==> config.mk <==
export PLATFORM = sky130hd
export DESIGN_NAME = iexp_top
export DESIGN_NICKNAME = d
export VERILOG_FILES = /design/src/design/iexp_pkg.sv /design/src/design/iexp_top.sv /design/src/design/iexp_sync.sv
export VERILOG_INCLUDE_DIRS = /design/src /design/src/design
export SDC_FILE = /design/constraint.sdc
export NUM_CORES = 1
export LEC_CHECK = 0
export BUFFER_PORTS_ARGS = -buffer_cell sky130_fd_sc_hd__buf_4
export CAP_MARGIN = 5
export CORE_MARGIN = 2
export CORE_UTILIZATION = 40
export DETAILED_ROUTE_END_ITERATION = 7
export SLEW_MARGIN = 30
export SYNTH_ARGS = -nofsm -noshare
export SYNTH_HDL_FRONTEND = slang
export SYNTH_SLANG_ARGS = --single-unit
==> constraint.sdc <==
create_clock -name clk_sys -period 2.9 [get_ports clk_sys]
set_clock_uncertainty 0.2 [all_clocks]
set_input_delay 0.145 -clock clk_sys [delete_from_list [all_inputs] [get_ports clk_sys]]
set_output_delay 0.145 -clock clk_sys [all_outputs]
set_load 0.05 [all_outputs]
==> src/design/iexp_defines.svh <==
// Constants for the eight-input change-detect expander serial front end.
// Assumes inclusion by bare name from the package and the design modules.
`ifndef IEXP_DEFINES_SVH
`define IEXP_DEFINES_SVH

`define IEXP_PORTS 8
`define IEXP_ADDR_FIXED 3'h6
`define IEXP_BYTE_BITS 4'h8
`define IEXP_CNT_ZERO 4'h0
`define IEXP_CNT_ONE 4'h1
`define IEXP_MASK_RST 8'h00
`define IEXP_BYTE_ZERO 8'h00
`define IEXP_BUS_IDLE 2'h3
`define IEXP_PIN_RST 12'h000

`endif

==> src/design/iexp_pkg.sv <==
// Types shared by the expander serial front end.
// Assumes the defines header is on the include path.
`include "iexp_defines.svh"

package iexp_pkg;

  typedef logic [`IEXP_PORTS-1:0] iexp_port_t;

  // Serial protocol states
  typedef enum logic [2:0] {
    IEXP_ST_IDLE,
    IEXP_ST_ADDR,
    IEXP_ST_ADDR_ACK,
    IEXP_ST_WR_DATA,
    IEXP_ST_WR_ACK,
    IEXP_ST_RD_DATA,
    IEXP_ST_RD_ACK
  } iexp_state_e;

endpackage

==> src/design/iexp_top.sv <==
// Serial slave front end of an eight-input expander with change flags,
// an interrupt-enable mask and an active-low alert output.
// Assumes an external bus master drives scl slowly (several clk_sys per
// phase) and that the board resolves sda from sda_oe with a pull-up.
`timescale 1ns/1ps
`default_nettype none
`include "iexp_defines.svh"

module iexp_top
  import iexp_pkg::*;
(
  input wire logic clk_sys,
  input wire logic rst,
  input wire logic scl_in,
  input wire logic sda_in,
  output logic sda_out,
  output logic sda_oe,
  input wire iexp_pkg::iexp_port_t port_in,
  input wire logic [1:0] addr_select_high,
  input wire logic [1:0] addr_select_low,
  output logic alert_n
);

  import iexp_pkg::*;

  // Synchronised pins
  logic [1:0] bus_s;
  logic [11:0] pin_s;
  logic scl_s;
  logic sda_s;
  iexp_port_t port_s;
  logic [3:0] sel_s;

  // Edge history and bus events
  logic scl_p_q;
  logic sda_p_q;
  logic scl_rise;
  logic scl_fall;
  logic start_p;
  logic stop_p;

  // Protocol state
  iexp_state_e st_q;
  logic [3:0] cnt_q;
  logic [7:0] sh_q;
  logic dir_q;
  logic nxt_lvl_q;
  logic oe_q;
  logic out_q;
  logic addr_hit;

  // Change detection and alert state
  iexp_port_t snap_q;
  iexp_port_t flag_q;
  iexp_port_t flag_sv_q;
  iexp_port_t mask_q;
  logic rd_act_q;
  logic alert_n_q;
  logic clr_p;
  logic ld_mask;
  logic lvl_load;

  // Bus lines idle high so reset cannot fake a START
  iexp_sync #(.W(2), .RST_VAL(`IEXP_BUS_IDLE)) u_bus_sync (
    .clk_sys(clk_sys),
    .rst(rst),
    .d({scl_in, sda_in}),
    .q(bus_s)
  );

  // Ports and select straps share one synchroniser
  iexp_sync #(.W(12), .RST_VAL(`IEXP_PIN_RST)) u_pin_sync (
    .clk_sys(clk_sys),
    .rst(rst),
    .d({port_in, addr_select_high, addr_select_low}),
    .q(pin_s)
  );

  assign scl_s = bus_s[1];
  assign sda_s = bus_s[0];
  assign port_s = pin_s[11:4];
  assign sel_s = pin_s[3:0];

  // Previous samples for edge finding
  always_ff @(posedge clk_sys or posedge rst) begin
    if (rst) begin
      scl_p_q <= 1'b1;
      sda_p_q <= 1'b1;
    end else begin
      scl_p_q <= scl_s;
      sda_p_q <= sda_s;
    end
  end

  // Bus events; data moves only on scl edges
  assign scl_rise = scl_s & ~scl_p_q;
  assign scl_fall = ~scl_s & scl_p_q;
  assign start_p = scl_s & scl_p_q & sda_p_q & ~sda_s;
  assign stop_p = scl_s & scl_p_q & ~sda_p_q & sda_s;

  // Fixed upper bits then select pins; low bit of sh_q is direction
  assign addr_hit = (sh_q[7:1] == {`IEXP_ADDR_FIXED, sel_s});

  // Access acknowledge: address ack, or master ack before a level byte
  assign lvl_load = scl_rise & (st_q == IEXP_ST_RD_ACK) & ~sda_s & nxt_lvl_q;
  assign clr_p = (scl_rise & (st_q == IEXP_ST_ADDR_ACK)) | lvl_load;
  assign ld_mask = scl_rise & (st_q == IEXP_ST_WR_ACK);

  // Protocol sequencer; START or STOP override any bit in flight
  always_ff @(posedge clk_sys or posedge rst) begin
    if (rst) begin
      st_q <= IEXP_ST_IDLE;
      cnt_q <= `IEXP_CNT_ZERO;
      sh_q <= `IEXP_BYTE_ZERO;
      dir_q <= 1'b0;
      nxt_lvl_q <= 1'b0;
      oe_q <= 1'b0;
    end else if (start_p) begin
      st_q <= IEXP_ST_ADDR;
      cnt_q <= `IEXP_CNT_ZERO;
      oe_q <= 1'b0;
    end else if (stop_p) begin
      st_q <= IEXP_ST_IDLE;
      oe_q <= 1'b0;
    end else begin
      unique case (st_q)
        IEXP_ST_IDLE: begin
          oe_q <= 1'b0;
        end
        IEXP_ST_ADDR: begin
          if (scl_rise) begin
            sh_q <= {sh_q[6:0], sda_s};
            cnt_q <= cnt_q + `IEXP_CNT_ONE;
          end else if (scl_fall && cnt_q == `IEXP_BYTE_BITS) begin
            if (addr_hit) begin
              dir_q <= sh_q[0];
              oe_q <= 1'b1;
              st_q <= IEXP_ST_ADDR_ACK;
            end else begin
              st_q <= IEXP_ST_IDLE; // Not ours: sit out until START
            end
          end
        end
        IEXP_ST_ADDR_ACK: begin
          if (scl_rise && dir_q) begin
            sh_q <= port_s;
            nxt_lvl_q <= 1'b0;
          end else if (scl_fall) begin
            cnt_q <= `IEXP_CNT_ZERO;
            oe_q <= dir_q & ~sh_q[7];
            st_q <= dir_q ? IEXP_ST_RD_DATA : IEXP_ST_WR_DATA;
          end
        end
        IEXP_ST_WR_DATA: begin
          if (scl_rise) begin
            sh_q <= {sh_q[6:0], sda_s};
            cnt_q <= cnt_q + `IEXP_CNT_ONE;
          end else if (scl_fall && cnt_q == `IEXP_BYTE_BITS) begin
            oe_q <= 1'b1;
            st_q <= IEXP_ST_WR_ACK;
          end
        end
        IEXP_ST_WR_ACK: begin
          if (scl_fall) begin
            oe_q <= 1'b0;
            cnt_q <= `IEXP_CNT_ZERO;
            st_q <= IEXP_ST_WR_DATA;
          end
        end
        IEXP_ST_RD_DATA: begin
          if (scl_rise) begin
            cnt_q <= cnt_q + `IEXP_CNT_ONE;
          end else if (scl_fall) begin
            if (cnt_q == `IEXP_BYTE_BITS) begin
              oe_q <= 1'b0; // Master owns the ack slot
              st_q <= IEXP_ST_RD_ACK;
            end else begin
              sh_q <= {sh_q[6:0], 1'b0};
              oe_q <= ~sh_q[6];
            end
          end
        end
        IEXP_ST_RD_ACK: begin
          if (scl_rise) begin
            if (sda_s) begin
              st_q <= IEXP_ST_IDLE;
            end else begin
              sh_q <= nxt_lvl_q ? port_s : flag_sv_q;
              nxt_lvl_q <= ~nxt_lvl_q;
            end
          end else if (scl_fall) begin
            cnt_q <= `IEXP_CNT_ZERO;
            oe_q <= ~sh_q[7];
            st_q <= IEXP_ST_RD_DATA;
          end
        end
      endcase
    end
  end

  // Open drain: the data driven is always low
  always_ff @(posedge clk_sys or posedge rst) begin
    if (rst) begin
      out_q <= 1'b0;
    end else begin
      out_q <= 1'b0;
    end
  end

  // Reference copy reloads with exactly the levels being sent
  always_ff @(posedge clk_sys or posedge rst) begin
    if (rst) begin
      snap_q <= `IEXP_BYTE_ZERO;
      flag_sv_q <= `IEXP_BYTE_ZERO;
    end else if (clr_p) begin
      snap_q <= port_s;
      flag_sv_q <= flag_q;
    end
  end

  // Per-port sticky flag; a change in the clear cycle lands in snap_q
  for (genvar i = 0; i < `IEXP_PORTS; i++) begin : g_flag
    always_ff @(posedge clk_sys or posedge rst) begin
      if (rst) begin
        flag_q[i] <= 1'b0;
      end else if (clr_p) begin
        flag_q[i] <= 1'b0;
      end else if (port_s[i] != snap_q[i]) begin
        flag_q[i] <= 1'b1;
      end
    end
  end

  // Interrupt enable mask, reloaded by every written byte
  always_ff @(posedge clk_sys or posedge rst) begin
    if (rst) begin
      mask_q <= `IEXP_MASK_RST;
    end else if (ld_mask) begin
      mask_q <= sh_q;
    end
  end

  // Read in progress from address ack to STOP or a new START
  always_ff @(posedge clk_sys or posedge rst) begin
    if (rst) begin
      rd_act_q <= 1'b0;
    end else if (start_p || stop_p) begin
      rd_act_q <= 1'b0;
    end else if (scl_rise && st_q == IEXP_ST_ADDR_ACK && dir_q) begin
      rd_act_q <= 1'b1;
    end
  end

  // Alert held off during reads to avoid handler re-entry
  always_ff @(posedge clk_sys or posedge rst) begin
    if (rst) begin
      alert_n_q <= 1'b1;
    end else begin
      alert_n_q <= rd_act_q | ~(|(flag_q & mask_q));
    end
  end

  assign sda_out = out_q;
  assign sda_oe = oe_q;
  assign alert_n = alert_n_q;
endmodule // iexp_top

`default_nettype wire

==> src/design/iexp_sync.sv <==
// Two-flop synchroniser for a group of asynchronous levels.
// Assumes each bit is an independent level; no bus coherence implied.
`timescale 1ns/1ps
`default_nettype none

module iexp_sync #(
  parameter int W = 1,
  parameter logic [W-1:0] RST_VAL = '0
) (
  input wire logic clk_sys,
  input wire logic rst,
  input wire logic [W-1:0] d,
  output logic [W-1:0] q
);

  logic [W-1:0] meta_q;

  // First stage feeds only the second stage
  always_ff @(posedge clk_sys or posedge rst) begin
    if (rst) begin
      meta_q <= RST_VAL;
      q <= RST_VAL;
    end else begin
      meta_q <= d;
      q <= meta_q;
    end
  end

endmodule // iexp_sync

`default_nettype wire

==> summary.txt <==
Outcome
  – Status: finished clean

Yosys
  – Post-Syn Nets: 314
  – Synth area leader: dfrtp_1
  – Synth unique cells: 59
  – Most common cell in the synthesized netlist: dfrtp_1
  – Top post-synthesis cells by count: dfrtp_1, mux2_2, o21ai_0, nand2_1, inv_1
  – Gate Count Post-Synth: 293
  – Area share of the largest cell type after synthesis: 51.9%
  – Yosys reg bits: 82
  – EDFF count, synth: 0
  – Top post-synthesis cells by area: dfrtp_1, mux2_2, dfstp_2
  – Post-synth top flop: dfrtp_1
  – Asr flop ratio synth: 100%
  – Synth Warn #: 0
  – Seq/Total Area, Yosys: 57.0%
  – Post-Syn Area: 3620 µm²
  – Synthesized area per cell: 12.3 µm²

Finish
  – Layout area overhead: 16.6%
  – Antenna diodes: 0
  – Fill cells: 786
  – Layout cells sized above 1: 23.6%
  – Nets@finish: 351
  – Post-route insts no fill: 443
  – Footprint of the multi-input gates: 1420 µm²
  – Flip-flop and latch area: 2060 µm²

Place
  – IO buf count: 17
  – DP HPWL: 4780 µm
  – RD Place Congestion: 0.843
  – Cells after DPL: 412

Floorplanning
  – Initial Util: 41.3%
  – Core footprint: 8760 µm²
  – Die Y: 99.1 µm
  – Site Rows: 34
  – IO Count: 19
  – Area of the die: 9820 µm²
  – Chip width: 99.1 µm

Worst setup path
  – Crit path arrival time: 2.39 ns
  – Worst Path Required: 2.94 ns
  – Critical-path maximum fanout: 9
  – Worst setup path class: flop to flop
  – CP max-delay cell: dfstp_2
  – Setup crit end kind: flop
  – Slowest stage delay, CP: 0.57 ns
  – Critical path, cell by cell: ha_1 > nand2_1 > a221oi_2 > a22o_1 > nor3b_1 > a22o_1
  – CP startpoint kind: flop
  – Cell mode on critical path: a22o_1

GRT
  – Initial antenna violation count: 0
  – First-pass GRT wire length: 12000 µm
  – Pin count of the biggest net entering global routing: 38
  – Vias in the first global route: 2392
  – GRT Util Overall: 15.6%
  – GRT overflow: 0

Clock tree
  – Cts hold-fix bufs: 15
  – CTS H-tree depth: 3
  – Total CTS buffers: 9
  – CTS tree: done
  – Clk root buf: clkbuf_8
  – CTS Buffer Depth: 2
  – Post CTS Setup Buffer Count: 0
  – Clock-pin slew on the worst setup and hold paths: 0.09 ns
  – Clk_lat worst skew: 0.35 ns
  – Post-CTS sizing: 0
  – CTS sink cnt: 82

Route
  – Via/cell ratio: 5.28
  – Routed WL per cell: 15.6 µm
  – Met3 Wirelength: 207 µm
  – M1 WL: 3260 µm
  – DRT Wirelength: 6900 µm
  – Remaining DRCs: 0
  – Highest metal used: met4
  – Via count: 2339
  – DRT Pass-1 Iters: 4
  – WL met2: 3260 µm
  – Initial drt markers: 90
  – Detail Route Antenna Nets: 0

STA
  – Worst-Margin Slew: 0.660 ns
  – Final Hold Fails: 0
  – Slew Limit Fails: 0
  – Slew headroom: 56.0%
  – Setup TNS Final: 0 ns
  – Final Setup Violations: 0
  – Min Clock Period, post-route: 2.35 ns
  – Max frequency: 426 MHz
  – Fin crit share: 81.0%
  – RSZ-0062 raised after global routing: no

Power
  – Leak: 1.86 nW
  – Worst vdd ir: 0.000376 V
  – PwrDens: 586 nW/µm²

Hold path
  – Worst min path class: flop to flop

Flow run
  – Max-cap viol count: 0
-- path summary, 6_finish.rpt --
path,from,endpoint,slack (ns),depth (start not counted)
setup / recovery,u_bus_sync.q[1]$_DFF_PP1_,st_q[1]$_DFFE_PP0P_,0.55,6
setup reg to reg,u_bus_sync.q[1]$_DFF_PP1_,st_q[1]$_DFFE_PP0P_,0.55,6
max in group asynchronous,rst,alert_n$_DFF_PP1_,1.48,4
hold reg to reg,u_pin_sync.meta_q[11]$_DFF_PP0_,u_pin_sync.q[11]$_DFF_PP0_,0.15,0
min in group asynchronous,rst,u_pin_sync.meta_q[1]$_DFF_PP0_,0.20,3
hold / removal,u_pin_sync.meta_q[11]$_DFF_PP0_,u_pin_sync.q[11]$_DFF_PP0_,0.15,0
-- power by group --
| part | switching, mW | total, mW | internal (mW) |
|---|---|---|---|
| Combinational | 0.116 | 0.227 | 0.111 |
| Clock | 0.445 | 0.948 | 0.503 |
| Sequential | 0.0824 | 1.29 | 1.21 |
-- layout make-up --
cell class	instances	area share [%]
well taps	108	3.20
repair buffers	36	7.30
inverters	16	1.45
multi-input cells	185	33.7
clock inverters	7	2.55
flip-flops and latches	82	48.9
clock buffers	9	2.94
-- state kept, by name (all words and copies together) (netlist names) --
name	count
scl_p_q	1
sda_p_q	1
u_bus_sync.meta_q	2
sh_q	8
nxt_lvl_q	1
u_bus_sync.q	2
u_pin_sync.q	12
mask_q	8
snap_q	8
cnt_q	4
u_pin_sync.meta_q	12
flag_sv_q	8
dir_q	1
rd_act_q	1
st_q	3
flag_q	8
alert_n	1
sda_oe	1
-- stage by stage --
stage / worst slack [ns] / hold WS, ns / power (mW) / utilization (%) / cell area, µm²
after floorplan: 0.458 / -0.0505 / 1.45 / - / 3620
after CTS: 0.557 / 0.155 / 2.50 / 48.1 / 4220
after global placement: 0.643 / 0.0457 / 1.52 / 43.8 / 3830
final: 0.551 / 0.152 / 2.47 / 48.1 / 4220
after global routing: 0.418 / 0.160 / 2.59 / 48.1 / 4220
after detailed placement: 0.573 / 0.0430 / 1.53 / 43.8 / 3830
-- layout by cell type, fill, tap and decap left out, drive strengths merged, types with 5 or more instances in the layout --
| master | count |
|---|---|
| dfrtp | 75 |
| mux2 | 27 |
| o21ai | 26 |
| buf | 21 |
| inv | 19 |
| nand2 | 18 |
| dlygate4sd3 | 15 |
| xor2 | 13 |
| a22oi | 11 |
| o21a | 9 |
| clkbuf | 9 |
| dfstp | 7 |
| nor3 | 7 |
| a21oi | 6 |
| nor2b | 6 |
| a22o | 6 |
| o211ai | 5 |
| ha | 5 |
| nor2 | 5 |
-- kinds of logic after synthesis --
family | count (synthesis) | share of synthesized area, %
AOI/OAI and AO/OA | 81 | 16.6
adders and majority gates | 5 | 1.73
xor gates and xnor gates | 13 | 3.15
DFF | 82 | 57.0
buffers and inverters | 26 | 3.74
other | 1 | 0.104
and+or+nand+nor | 56 | 8.58
muxes | 29 | 9.07
-- per-layer routing --
metal	up-vias	global-route usage [%]
li1	1129	-
met1	1150	20.9
met2	46	24.4
met3	14	2.77
met4	0	7.90
met5	-	0
-- worst max-delay path, delay by kind of cell, from the launching register on --
kind / cells / cell delay (ns)
AOI/OAI and AO/OA: 3 / 0.88
DFF: 1 / 0.57
adders and majority gates: 1 / 0.33
and+or+nand+nor: 2 / 0.27
Power figures use the tool's default switching activity.
